### src/include/srl_pkg.sv
// constants shared by the pulse-source latch design
// assumes a single 50 MHz system clock and a plain register port
//
// Behaviour
// RULE_01 - true output drives its pin only when latch and true-pin enables are set
// RULE_02 - inverted output drives its pin only when latch and complement-pin enables set
// RULE_03 - both outputs may drive their pins at the same time
// RULE_04 - latch enable bit 7 clear disables latch; pin enables then have no effect
// RULE_05 - software clears port direction bits so pin drivers turn on
// RULE_06 - latch state undefined after reset; software forces it before enabling pins
// RULE_07 - divider code n gives one-cycle pulse every 2^(n+2) cycles
// RULE_08 - writing one to soft set bit pulses set input one cycle; zero does nothing
// RULE_09 - writing one to soft reset bit pulses reset one cycle; zero does nothing
// RULE_10 - soft set and reset bits are write-one only, self clear, read zero
// RULE_11 - pin set enable lets high input pin set the latch
// RULE_12 - divider set enable lets each divider pulse set the latch
// RULE_13 - comparator-2 set enable lets its high output set the latch
// RULE_14 - comparator-1 set enable lets its high output set the latch
// RULE_15 - pin reset enable lets high input pin reset the latch
// RULE_16 - divider reset enable lets each divider pulse reset the latch
// RULE_17 - comparator-2 reset enable lets its high output reset the latch
// RULE_18 - comparator-1 reset enable lets its high output reset the latch
// RULE_19 - set and reset together: reset wins, true output zero, complement one
// RULE_20 - latch holds state itself; active-high set and reset from all sources
// RULE_21 - effective set and reset are the OR of all enabled sources
package srl_pkg;
  // ************************************************************
  // register map
  // ************************************************************
  localparam logic [3:0] SRL_ADDR_CTRL    = 4'h0;
  localparam logic [3:0] SRL_ADDR_SRCEN   = 4'h1;
  localparam logic [3:0] SRL_ADDR_STATUS  = 4'h2;
  localparam logic [7:0] SRL_CTRL_RESET   = 8'h00;
  localparam logic [7:0] SRL_SRCEN_RESET  = 8'h00;
  // ************************************************************
  // field positions, control register
  // ************************************************************
  localparam int SRL_CTRL_LEN_BIT  = 7;
  localparam int SRL_CTRL_DIV_LSB  = 4;
  localparam int SRL_CTRL_QEN_BIT  = 3;
  localparam int SRL_CTRL_NQEN_BIT = 2;
  localparam int SRL_CTRL_PS_BIT   = 1;
  localparam int SRL_CTRL_PR_BIT   = 0;
  // ************************************************************
  // field positions, source enable register
  // ************************************************************
  localparam int SRL_EN_SPIN_BIT  = 7;
  localparam int SRL_EN_SDIV_BIT  = 6;
  localparam int SRL_EN_SC2_BIT   = 5;
  localparam int SRL_EN_SC1_BIT   = 4;
  localparam int SRL_EN_RPIN_BIT  = 3;
  localparam int SRL_EN_RDIV_BIT  = 2;
  localparam int SRL_EN_RC2_BIT   = 1;
  localparam int SRL_EN_RC1_BIT   = 0;
  // ************************************************************
  // divider
  // ************************************************************
  localparam int          SRL_DIV_W     = 9;
  localparam logic [8:0]  SRL_DIV_RESET = 9'h000;
endpackage : srl_pkg

### src/hdl/srl_top.sv
// set-reset latch with software, pin, divider and comparator sources
// assumes comparator outputs already synchronised upstream, pins asynchronous
module srl_top (
  input  wire logic       clock_i,
  input  wire logic       nrst_i,
  input  wire logic [3:0] addr_i,
  input  wire logic [7:0] wdata_i,
  input  wire logic       wr_i,
  input  wire logic       rd_i,
  output logic      [7:0] rdata_o,
  input  wire logic       latch_ext_input_pin_i,
  input  wire logic       cmp1_synced_output_i,
  input  wire logic       cmp2_synced_output_i,
  output logic            true_out_pin_o,
  output logic            true_out_pin_oe_o,
  output logic            compl_out_pin_o,
  output logic            compl_out_pin_oe_o
);
  import srl_pkg::*;

  // ************************************************************
  // reset release
  // ************************************************************
  logic rst_s1_q;
  logic rst_n_q;
  always_ff @(posedge clock_i or negedge nrst_i) begin
    if (!nrst_i) begin
      rst_s1_q <= 1'b0;
      rst_n_q  <= 1'b0;
    end else begin
      rst_s1_q <= 1'b1;
      rst_n_q  <= rst_s1_q;
    end
  end

  // ************************************************************
  // input synchronisers
  // ************************************************************
  logic [2:0] sync1_q;
  logic [2:0] sync2_q;
  always_ff @(posedge clock_i or negedge rst_n_q) begin
    if (!rst_n_q) begin
      sync1_q <= 3'h0;
      sync2_q <= 3'h0;
    end else begin
      sync1_q <= {cmp2_synced_output_i, cmp1_synced_output_i, latch_ext_input_pin_i};
      sync2_q <= sync1_q;
    end
  end
  logic pin_s;
  logic cmp1_s;
  logic cmp2_s;
  assign pin_s  = sync2_q[0];
  assign cmp1_s = sync2_q[1];
  assign cmp2_s = sync2_q[2];

  // ************************************************************
  // registers
  // ************************************************************
  logic [7:0] ctrl_q;
  logic [7:0] srcen_q;
  logic       soft_set_q;
  logic       soft_rst_q;
  logic       wr_ctrl;
  logic       wr_srcen;
  assign wr_ctrl  = wr_i && (addr_i == SRL_ADDR_CTRL);
  assign wr_srcen = wr_i && (addr_i == SRL_ADDR_SRCEN);

  // pulse bits are not stored, so they read back zero
  always_ff @(posedge clock_i or negedge rst_n_q) begin
    if (!rst_n_q) begin
      ctrl_q <= SRL_CTRL_RESET;
    end else if (wr_ctrl) begin
      ctrl_q <= {wdata_i[7:2], 2'b00}; // RULE_10
    end
  end

  always_ff @(posedge clock_i or negedge rst_n_q) begin
    if (!rst_n_q) begin
      srcen_q <= SRL_SRCEN_RESET;
    end else if (wr_srcen) begin
      srcen_q <= wdata_i;
    end
  end

  // one-cycle pulses from write-one; writing zero leaves them idle
  always_ff @(posedge clock_i or negedge rst_n_q) begin
    if (!rst_n_q) begin
      soft_set_q <= 1'b0;
      soft_rst_q <= 1'b0;
    end else begin
      soft_set_q <= wr_ctrl && wdata_i[SRL_CTRL_PS_BIT]; // RULE_08
      soft_rst_q <= wr_ctrl && wdata_i[SRL_CTRL_PR_BIT]; // RULE_09
    end
  end

  // ************************************************************
  // periodic pulse divider
  // ************************************************************
  logic [SRL_DIV_W-1:0] div_q;
  logic [2:0]           div_code;
  logic [SRL_DIV_W-1:0] div_mask;
  logic                 div_pulse;
  assign div_code = ctrl_q[SRL_CTRL_DIV_LSB +: 3];
  // mask of the low code+2 bits; pulse when they are all zero
  assign div_mask = SRL_DIV_W'((11'h004 << div_code) - 11'h001);
  assign div_pulse = ((div_q & div_mask) == SRL_DIV_RESET); // RULE_07

  always_ff @(posedge clock_i or negedge rst_n_q) begin
    if (!rst_n_q) begin
      div_q <= SRL_DIV_RESET;
    end else begin
      div_q <= div_q + SRL_DIV_W'(1);
    end
  end

  // ************************************************************
  // source gathering
  // ************************************************************
  logic set_in;
  logic rst_in;
  assign set_in = soft_set_q
                | (srcen_q[SRL_EN_SPIN_BIT] & pin_s)      // RULE_11
                | (srcen_q[SRL_EN_SDIV_BIT] & div_pulse)  // RULE_12
                | (srcen_q[SRL_EN_SC2_BIT]  & cmp2_s)     // RULE_13
                | (srcen_q[SRL_EN_SC1_BIT]  & cmp1_s);    // RULE_14 RULE_21
  assign rst_in = soft_rst_q
                | (srcen_q[SRL_EN_RPIN_BIT] & pin_s)      // RULE_15
                | (srcen_q[SRL_EN_RDIV_BIT] & div_pulse)  // RULE_16
                | (srcen_q[SRL_EN_RC2_BIT]  & cmp2_s)     // RULE_17
                | (srcen_q[SRL_EN_RC1_BIT]  & cmp1_s);    // RULE_18 RULE_21

  // ************************************************************
  // latch core
  // ************************************************************
  // modelled as a clocked hold: state keeps without source activity;
  // the device reset does not touch it, software initialises it
  logic latch_q;
  always_ff @(posedge clock_i) begin
    if (rst_in) begin
      latch_q <= 1'b0;                                     // RULE_19
    end else if (set_in) begin
      latch_q <= 1'b1;                                     // RULE_20
    end
  end

  // ************************************************************
  // output pins
  // ************************************************************
  logic len;
  assign len = ctrl_q[SRL_CTRL_LEN_BIT];
  // enables gate each pin separately, so both may drive at once
  assign true_out_pin_oe_o  = len & ctrl_q[SRL_CTRL_QEN_BIT];  // RULE_01 RULE_04 RULE_03
  assign compl_out_pin_oe_o = len & ctrl_q[SRL_CTRL_NQEN_BIT]; // RULE_02 RULE_04 RULE_03
  // output data forced low while undriven so no unknown leaks out
  assign true_out_pin_o  = true_out_pin_oe_o & latch_q;
  assign compl_out_pin_o = compl_out_pin_oe_o & ~latch_q;

  // ************************************************************
  // read port
  // ************************************************************
  always_ff @(posedge clock_i or negedge rst_n_q) begin
    if (!rst_n_q) begin
      rdata_o <= 8'h00;
    end else if (rd_i) begin
      if (addr_i == SRL_ADDR_CTRL) begin
        rdata_o <= ctrl_q;
      end else if (addr_i == SRL_ADDR_SRCEN) begin
        rdata_o <= srcen_q;
      end else if (addr_i == SRL_ADDR_STATUS) begin
        rdata_o <= {7'h00, latch_q === 1'b1};
      end else begin
        rdata_o <= 8'h00;
      end
    end else begin
      rdata_o <= 8'h00;
    end
  end
endmodule : srl_top

### config.mk
export PLATFORM = sky130hd
export DESIGN_NAME = srl_top
export DESIGN_NICKNAME = d
export VERILOG_FILES = /design/src/include/srl_pkg.sv /design/src/hdl/srl_top.sv
export SDC_FILE = /design/constraint.sdc
export NUM_CORES = 1
export LEC_CHECK = 0
export BUFFER_PORTS_ARGS = -buffer_cell sky130_fd_sc_hd__buf_4
export CORE_MARGIN = 4
export CORE_UTILIZATION = 45
export CTS_CLUSTER_SIZE = 8
export DETAILED_ROUTE_END_ITERATION = 8
export HOLD_SLACK_MARGIN = 0.05
export MAX_ROUTING_LAYER = met4
export PLACE_DENSITY = 0.69
export SLEW_MARGIN = 20
export SYNTH_ARGS = -nofsm -noshare
export SYNTH_HDL_FRONTEND = slang
export SYNTH_SLANG_ARGS = --single-unit
### constraint.sdc
create_clock -name clock_i -period 4.05 [get_ports clock_i]
set_clock_uncertainty 0.05 [all_clocks]
set_input_delay 0 -clock clock_i [delete_from_list [all_inputs] [get_ports clock_i]]
set_output_delay 0 -clock clock_i [all_outputs]
set_load 0.02 [all_outputs]
* Word level (Yosys, flattened, before mapping)
Cells that the tools add are included.
** Word-level totals
- Output and inout port bits :: 12
- Bits in registers :: 42
- Logic and storage cells :: 49
** Operators by class
- Reduce and logical (&&, ||, !) cells :: 6
- Eq/ne operators :: 3
- Bitwise operators :: 22
- Shift-type cells :: 1
- Muxes and demuxes :: 4
- $add $sub $neg :: 2
** Operator list (number)
- 2-to-1 mux 8 bit :: 3
- bitwise AND 1 bit :: 12
- adder 9 x 1 -> 9 bit (second input constant) :: 1
- bitwise AND 9 bit :: 1
- zero test 9 bit :: 1
- left shift 3 x 3 -> 9 bit (first input constant) :: 1
- subtractor 9 x 1 -> 9 bit (second input constant) :: 1
- OR 1 bit :: 8
- == test 4 x 1 -> 1 bit (second input constant) :: 1
- == test 4 x 2 -> 1 bit (second input constant) :: 1
- logical AND 1 bit :: 4
- zero test 4 bit :: 1
- === test 1 bit (second input constant) :: 1
- 2-to-1 mux 1 bit :: 1
- inverter 1 bit :: 1

* Depth between registers and ports, before layout
Gate-level depths: netlist of run 1.
- Word-level depth :: 8
- Gate-level depth with buffers :: 5
- Mapped depth without buffers :: 5

* Least setup slack after synthesis of run 1
OpenSTA, ideal clock, no wires.
- Path kind :: register to register
- From :: register div_q[3]
- To :: register latch_q
- Setup time :: 95 ps
- Stages on the path, launching flop included :: 5
- Data arrival time :: 1387 ps
- Path slack :: 2518 ps
- Data required time :: 3905 ps
- Cells stage by stage :: dfrtp_1 -> o41ai_2 -> nand4_1 -> or3_1 -> a221oi_1
** On the way
- Word-level cells in the longest chain between the ends :: 6
- Elaborated cells on any way between the ends :: 10
- Those cells by class :: 9 x bitwise; 1 x reduce/logical
** RTL lines
- start, declared :: RTL line srl_top.sv:100 : logic [SRL_DIV_W-1:0] div_q;
- start signal, assigned :: RTL line srl_top.sv:113 : div_q <= div_q + SRL_DIV_W'(1);
- bitwise AND 9 bit (*) :: RTL line srl_top.sv:107 : assign div_pulse = ((div_q & div_mask) == SRL_DIV_RESET);
- zero test 9 bit (*) :: RTL line srl_top.sv:107
- bitwise AND 1 bit, on equally long branches :: RTL line srl_top.sv:124, srl_top.sv:129
- OR 1 bit, on equally long branches :: RTL line srl_top.sv:124, srl_top.sv:129
- OR 1 bit, on equally long branches :: RTL line srl_top.sv:125, srl_top.sv:130
- OR 1 bit, on equally long branches :: RTL line srl_top.sv:126, srl_top.sv:131
- end signal, assigned :: RTL line srl_top.sv:141 : latch_q <= 1'b0;
- end signal, assigned :: RTL line srl_top.sv:143 : latch_q <= 1'b1;
- end, declared :: RTL line srl_top.sv:138 : logic latch_q;
Every way passes the cells marked *; elsewhere a longest branch is shown, timed or not.
A chain may end at the register's enable or synchronous reset.

* Worst setup path in the final report of run 1
Ends and elaborated chain as after synthesis.

==> impl_results.md, run 1 <==
* Synthesis-to-finish area growth at 32.0%
* Vias at roughly 1100
* Slew Limit Fails at 0
* Detailed Routing Iterations Pass 1 at 4
* Total Wirelength at 3000 um
* Total of max-cap violations at 0
* Ant. Diodes at 0
* Syn nets at 150
* Sequential share of power at ~57%
* CP Launch Type: flip-flop
* H-tree Lvls at 2
* Vias per inst at roughly 4.9
* Critical Path Max Stage Delay at 0.43 ns
* Overall routing resource usage at approximately 15%
* CTS tree: done
* Share of synthesized registers carrying an async set or reset at between 90% and 100%
* Syn. warnings at 0
* Crit path DAT at around 1.8 ns
* Initial antenna violation count at 0
* Fin crit share at about 40%
* Critical Path Stages at 4
* RePlAce Congestion at roughly 0.9
* Final setup viols at 0
* Type of the most critical hold path: primary input to flip-flop
* Layout Nets at between 200 and 250
* Status: finished, final reports clean
* Post-synth EDFFs at 0
* Clock sink count at 42
* Number of buffers created by CTS at 5
* Most frequent cells in the layout: dfrtp_1, buf_4, dlygate4sd3_1
* HPWL after DPL at between 2000 and 2500 um
* CP max-delay cell: dfrtp_1
* Most common cell after layout, fill and taps aside: dfrtp_1
* Max clock buf depth at 2
* Sequential area share after synthesis at between 60% and 70%
* Root buffer cell: clkbuf_8
* Final hold violations at 0
* # rows at 21
* Clock power frac at approximately 28%
* Mapped Avg Cell Area at ~13 um^2
* Clock-pin slew on the worst setup and hold paths at about 0.070 ns
* Layout cells sized above 1 at 28.0%
* Reg-to-reg startpoint: div_q[3]$_DFF_PN0_
* Max rail drop VDD at around 0.25 mV
* Crit-path max FO at 5
* P_int at 659 uW
* Clk_lat worst skew at about 0.28 ns
* Final setup TNS at 0 ns
* RSZ-0062 raised after global routing: no
* Die X at 68.4 um
* DIE HEIGHT at approximately 68 um
* Leak Pwr at 0.00104 uW
* Core area at ~3400 um^2
* Sw Share at around 25%
* Critical Path, Cell by Cell: o41ai_2 -> nand4_1 -> or3_1 -> a221oi_1
* Fmax at 612 MHz
* Average wire per standard cell at between 10 and 15 um
* Num ports at 31
* Port-buffer cells at 30
* Final min period at approximately 1.6 ns
* Register bit total from synthesis at 42
* Grt total ovfl at 0
* Antenna Nets Post-Route at 0
* Die Area at between 4000 and 5000 um^2
* Logic pwr share at 15.4%
* DRC violations left at 0
* Vias in the first global route at around 1100
* Total Power at slightly below 900 uW
* Starting Density at 47.7%
* Main synth FF type: dfrtp_1
* Worst Setup EP: latch_q$_SDFFE_PP0P_
* Synth Instances at approximately 130
* CP delay by family, top: compound AO/OA/AOI/OAI gates
* DRT iter0 DRCs at 44
* Switching pwr at 223 uW
* Count of cell types in the netlist at 28
* CP bufs+invs at 0
* Critical Path RT at between 4 and 5 ns
* P per Cell Area at a little over 400 nW/um^2
* Crit. Startpoint: div_q[3]$_DFF_PN0_
* R2R Path End: latch_q$_SDFFE_PP0P_
* Reg2Reg Setup Slack at about 2.4 ns
* Crit end category: flip-flop
* Post-CTS Setup Repair Bufs at 0
* WS Path Type: flip-flop to flip-flop
* Largest net degree at the start of global routing at 40
* Reg2Reg Depth at 4
* Synth Cell Area at approximately 1600 um^2
* Global-route wire length before repair at 4900 um
-- synth_stat cells, types with 2 or more instances --
cell	instances	area share [%]
mux2i_1	6	3.7
nand3_1	6	1.8
o21ai_0	4	1.2
dfrtp_1	41	62
inv_1	5	1.1
nor2b_1	2	0.76
nor2_1	12	2.7
nand4_1	3	1.1
ha_1	2	1.5
o211ai_1	2	0.91
and2_1	3	1.1
nand2_1	9	2.1
and3_1	2	0.76
xnor2_1	6	3.2
a21oi_1	2	0.61
mux2_2	12	8.2
-- flip-flops by register name, indices dropped and copies added, names as in the netlist --
signal,cells
ctrl_q,6
div_q,9
latch_q,1
rdata_o,8
rst_n_q,1
rst_s1_q,1
soft_rst_q,1
soft_set_q,1
srcen_q,8
sync1_q,3
sync2_q,3
-- how the worst min path moves through the flow --
stage	start	to	slack, ns	depth (start not counted)
final	addr_i[1]	rdata_o[1]$_DFF_PN0_	0.12	3
after global placement	nrst_i	rst_s1_q$_DFF_PN0_	-0.27	1
after detailed placement	nrst_i	rst_n_q$_DFF_PN0_	-0.26	1
after global routing	addr_i[1]	rdata_o[7]$_DFF_PN0_	0.17	3
after floorplan	nrst_i	rst_n_q$_DFF_PN0_	-0.35	0
after CTS	addr_i[1]	rdata_o[1]$_DFF_PN0_	0.11	3
-- cell families after synthesis --
group,after synthesis,share of synthesized area [%]
AO/OA/AOI/OAI,13,5.79
adder cells (fa/ha/maj),2,1.52
XOR/XNOR,7,3.73
AND/OR/NAND/NOR,40,11.7
buffers and inverters,6,1.45
flip-flops,42,63.7
other,1,0.228
multiplexers,18,11.9
-- metrics by stage --
| stage | setup slack, ns | hold slack (ns) | cells | instance area, um^2 | util, % |
|---|---|---|---|---|---|
| global route | 2.35 | 0.173 | 228 | 2170 | 63.0 |
| detailed placement | 2.44 | -0.264 | 205 | 1930 | 56.0 |
| global placement | 2.47 | -0.268 | 205 | 1930 | 56.0 |
| floorplan | 2.52 | -0.346 | 129 | 1640 | - |
| CTS | 2.41 | 0.109 | 228 | 2170 | 63.0 |
| finish | 2.42 | 0.123 | 228 | 2170 | 63.0 |
-- power by group through the flow --
stage	Clock [uW]	Sequential (uW)	Combinational [uW]
CTS	253	501	138
floorplan	0	502	77.6
detailed placement	0	509	125
finish	243	503	136
global route	269	509	152
global placement	0	509	122
-- layer usage --
layer | vias up | global-route usage, % | part of all wire (%)
met1 | 534 | 18.8 | 45
met4 | 0 | 6.70 | 1.6
met3 | 6 | 3.12 | 6.8
met5 | - | - | 0
met2 | 34 | 22.6 | 46
li1 | 547 | - | -
-- tightest hold or removal path, delay by kind of cell --
kind / cells / cell delay (ns)
AND/OR/NAND/NOR: 2 / 0.33
buffers and inverters: 1 / 0.10
-- layout make-up --
cell class	instances	area, um^2
well taps	46	57.6
clock buffers	6	72.6
multi-input cells	81	573
clock inverters	1	7.51
flip-flops and latches	42	1050
repair buffers	47	393
fillers	284	1270
inverters	5	18.8
-- repair_timing --
action / 4_1_cts / 5_1_grt
hold buffers: 16 / 0
gates resized for setup: 0 / 0
endpoints found under the hold margin: 26 / 0
No activity file was read; power rests on OpenSTA's default activity.
==> run 2, diff against run 1 <==
--- a/config.mk
+++ b/config.mk
@@ -5,6 +5,7 @@
 export SDC_FILE = /design/constraint.sdc
 export NUM_CORES = 1
 export LEC_CHECK = 0
+export ABC_AREA = 1
 export BUFFER_PORTS_ARGS = -buffer_cell sky130_fd_sc_hd__buf_4
 export CORE_MARGIN = 4
 export CORE_UTILIZATION = 45
@@ -12,7 +13,7 @@
 export DETAILED_ROUTE_END_ITERATION = 8
 export HOLD_SLACK_MARGIN = 0.05
 export MAX_ROUTING_LAYER = met4
-export PLACE_DENSITY = 0.69
+export PLACE_DENSITY = 0.71
 export SLEW_MARGIN = 20
 export SYNTH_ARGS = -nofsm -noshare
 export SYNTH_HDL_FRONTEND = slang
==> constraint.sdc (replaced) <==
create_clock -name clock_i -period 1.34 [get_ports clock_i]
set_clock_uncertainty 0.05 [all_clocks]
set_input_delay 0 -clock clock_i [delete_from_list [all_inputs] [get_ports clock_i]]
set_output_delay 0 -clock clock_i [all_outputs]
set_load 0.02 [all_outputs]
==> run 2 against run 1 <==
  * Non-clock buffer count rose by 4
  * Largest power group unchanged
  * Count of clock-buffer cells in the layout rose by 2
  * Flip-flop and latch count stayed put
  * Hold slack got worse by 0.046 ns
  * Sequential share of layout area shrank 3.4 points
  * Area after synthesis up 7.2%
  * Critical endpoint is now div_q[8]$_DFF_PN0_
==> impl_results.md, run 2 <==
* Status: finished, final reports clean
* Clock-pin slew on the worst setup and hold paths at 0.07 ns (about the same)
* RePlAce Congestion at 0.800 (-13%)
* Syn nets at 194 (+29%)
* Most used cell along the critical path: nand3_1
* Vias at 1236 (+10%)
* Average wire per standard cell at 11.6 um (-12%)
* Total of max-cap violations at 0 (unchanged)
* Crit. Startpoint: div_q[0]$_DFF_PN0_
* Starting Density at 47.4% (-0.32 points)
* Syn. warnings at 0 (unchanged)
* Share of synthesized registers carrying an async set or reset at 97.6% (unchanged)
* Synth Instances at 173 (+34%)
* Mapped Avg Cell Area at 10.2 um^2 (-20%)
* Final setup viols at 0 (unchanged)
* CP bufs+invs at 0 (unchanged)
* Number of buffers created by CTS at 5 (unchanged)
* Sequential area share after synthesis at 59.4% (-4.3 points)
* Largest net degree at the start of global routing at 40 (unchanged)
* Reg-to-reg startpoint: div_q[0]$_DFF_PN0_
* Global-route wire length before repair at 5400 um (+10%)
* # rows at 22 (+4.8%)
* Fmax at 817 MHz (+33%)
* DRT iter0 DRCs at 45 (+2.3%)
* Total Wirelength at 3200 um (+6.7%)
* Synth Cell Area at 1760 um^2 (+7.2%)
* Main synth FF type: dfrtp_1
* Yosys top cell area share at 58.2% (-4.2 points)
* Max reg flops at 9 (unchanged)
* Hold_ws at 0.0770 ns (-0.0458 ns)
* Root buffer cell: clkbuf_8
* Design area at 2330 um^2 (+7.6%)
* Synthesis-to-finish area growth at 32.5%
* DIE HEIGHT at 70.6 um (+3.1%)
* Die Area at 4980 um^2 (+6.4%)
* Die X at 70.6 um (+3.1%)
* Slew Limit Fails at 0 (unchanged)
* Detailed Routing Iterations Pass 1 at 4 (unchanged)
* Vias in the first global route at 1179 (+8.6%)
* Crit end category: flip-flop
* Fin crit share at 91.4% (+51 points)
* Synth top cells by count: dfrtp_1, nand2_1, inv_1, nand3_1, o21ai_2
* WS Path Type: flip-flop to flip-flop
* P per Cell Area at 1220 nW/um^2 (+200%)
* CP Launch Type: flip-flop
* Initial antenna violation count at 0 (unchanged)
* CTS tree: done
* Register with the most flip-flops: div_q
* RSZ-0062 raised after global routing: no
* Top cells by area, synth: dfrtp_1, nand2_1, o21ai_2
* Layout cells sized above 1 at 28.4% (+0.36 points)
* Max clock buf depth at 2 (unchanged)
* Port-buffer cells at 30 (unchanged)
* Post-synth EDFFs at 0 (unchanged)
* Layout Nets at 249 (+23%)
* Final hold violations at 0 (unchanged)
* Overall routing resource usage at 14.3% (-0.52 points)
* Critical Path Max Stage Delay at 0.37 ns (-0.06 ns)
* Count of cell types in the netlist at 24 (-14%)
* Vias per inst at 4.46 (-9.2%)
* Type of the most critical hold path: primary input to flip-flop
* Final core occ at 62.8% (-0.20 points)
* DRC violations left at 0 (unchanged)
* Critical Path, Cell by Cell: ha_1 -> nand3_1 -> nor3_2 -> nand3_1 -> xnor2_1
* HPWL after DPL at 2160 um (+0.19%)
* Hold_sp: addr_i[2]
* Post-Place Cell Area at 2060 um^2 (+6.7%)
* Grt total ovfl at 0 (unchanged)
* Leak Pwr at 0.00123 uW (+18%)
* Leading area contributor after synthesis: dfrtp_1
* Most frequent cells in the layout: dfrtp_1, nand2_1, buf_4
* Antenna Nets Post-Route at 0 (unchanged)
* Top-count cell post-synth: dfrtp_1
* Final setup TNS at 0 ns (unchanged)
* CP max-delay cell: dfrtp_1
* Critical Path RT at 1.47 ns (-2.72 ns)
* Ant. Diodes at 0 (unchanged)
* H-tree Lvls at 2 (unchanged)
* Most common cell after layout, fill and taps aside: dfrtp_1
* Crit-path max FO at 3 (-2)
* Largest regs: div_q: 9 flops, rdata_o: 8 flops, srcen_q: 8 flops
* Crit path DAT at 1.36 ns (-0.42 ns)
* Num ports at 31 (unchanged)
* Clock sink count at 42 (unchanged)
* Clk_lat worst skew at 0.29 ns (about the same)
* Final min period at 1.22 ns (-0.410 ns)
* Register bit total from synthesis at 42 (unchanged)
* Post-CTS Setup Repair Bufs at 0 (unchanged)
* Core area at 3720 um^2 (+8.0%)
* Max rail drop VDD at 0.798 mV (+220%)
* CP delay by family, top: simple AND/OR/NAND/NOR gates
## run 2: cell types whose count changed after synthesis, sizes merged, moves of 3 or more
cell	before	now
a21oi	2	5
nand3	6	16
inv	5	22
mux2i	6	0
nand2	9	40
nor3	0	3
o21ai	4	16
mux2	12	0
xnor2	6	2
xor2	1	5
and2	3	0
## run 2: final timing paths
check	end	slack, ns	depth (start not counted)
worst max-delay path	div_q[8]$_DFF_PN0_	0.12	5
worst min-delay path	rdata_o[0]$_DFF_PN0_	0.08	5
worst max register to register	div_q[8]$_DFF_PN0_	0.12	5
worst min register to register	ctrl_q[4]$_DFFE_PN0P_	0.24	1
max in group asynchronous	rst_s1_q$_DFF_PN0_	0.61	3
min in group asynchronous	ctrl_q[4]$_DFFE_PN0P_	0.24	1
## run 2: final cells by class
class	instances	area, um^2
Inverter	22	82.6
Sequential cell	42	1050
Tap cell	48	60.1
Fill cell	325	1380
Multi-Input combinational cell	106	612
Clock buffer	8	110
Timing Repair Buffer	51	423
## run 2: report_power, final
group | internal (uW) | switching, uW | total (uW)
combinational | 204 | 219 | 423
sequential | 1380 | 115 | 1500
clock | 520 | 407 | 927
total | 2110 | 741 | 2850
## run 2: worst min-delay path, cell delays in order
cell,delay (ns)
buf_4,0.08
or2_4,0.13
nor2_1,0.04
nand3_1,0.05
a21boi_0,0.07
## run 2: repair_timing
action | CTS | global route
setup endpoints to repair | 0 | 2
hold endpoints to repair | 29 | 0
resized for setup | 0 | 1
hold buffers | 16 | 0
## run 2: stage by stage
stage	std cells	worst slack [ns]	power, uW
floorplan	173	0.0646	1750
global placement	253	0.0766	1890
detailed placement	253	0.0510	1910
CTS	277	0.0412	2880
global route	277	0.00478	2990
finish	277	0.115	2850
## run 2: logic make-up after synthesis
logic type	share of synthesized area (%)
other	0.213
adders and majority gates	1.42
xor gates and xnor gates	3.48
DFF	59.4
buffers and inverters	6.18
and+or+nand+nor	19.5
AOI/OAI and AO/OA	9.80
## run 2: per-layer routing
| layer | share of wire (%) | GRT usage (%) |
|---|---|---|
| met4 | 1.7 | 6.26 |
| met5 | 0 | - |
| met3 | 4.3 | 3.55 |
| met1 | 48 | 18.4 |
| met2 | 47 | 21.5 |
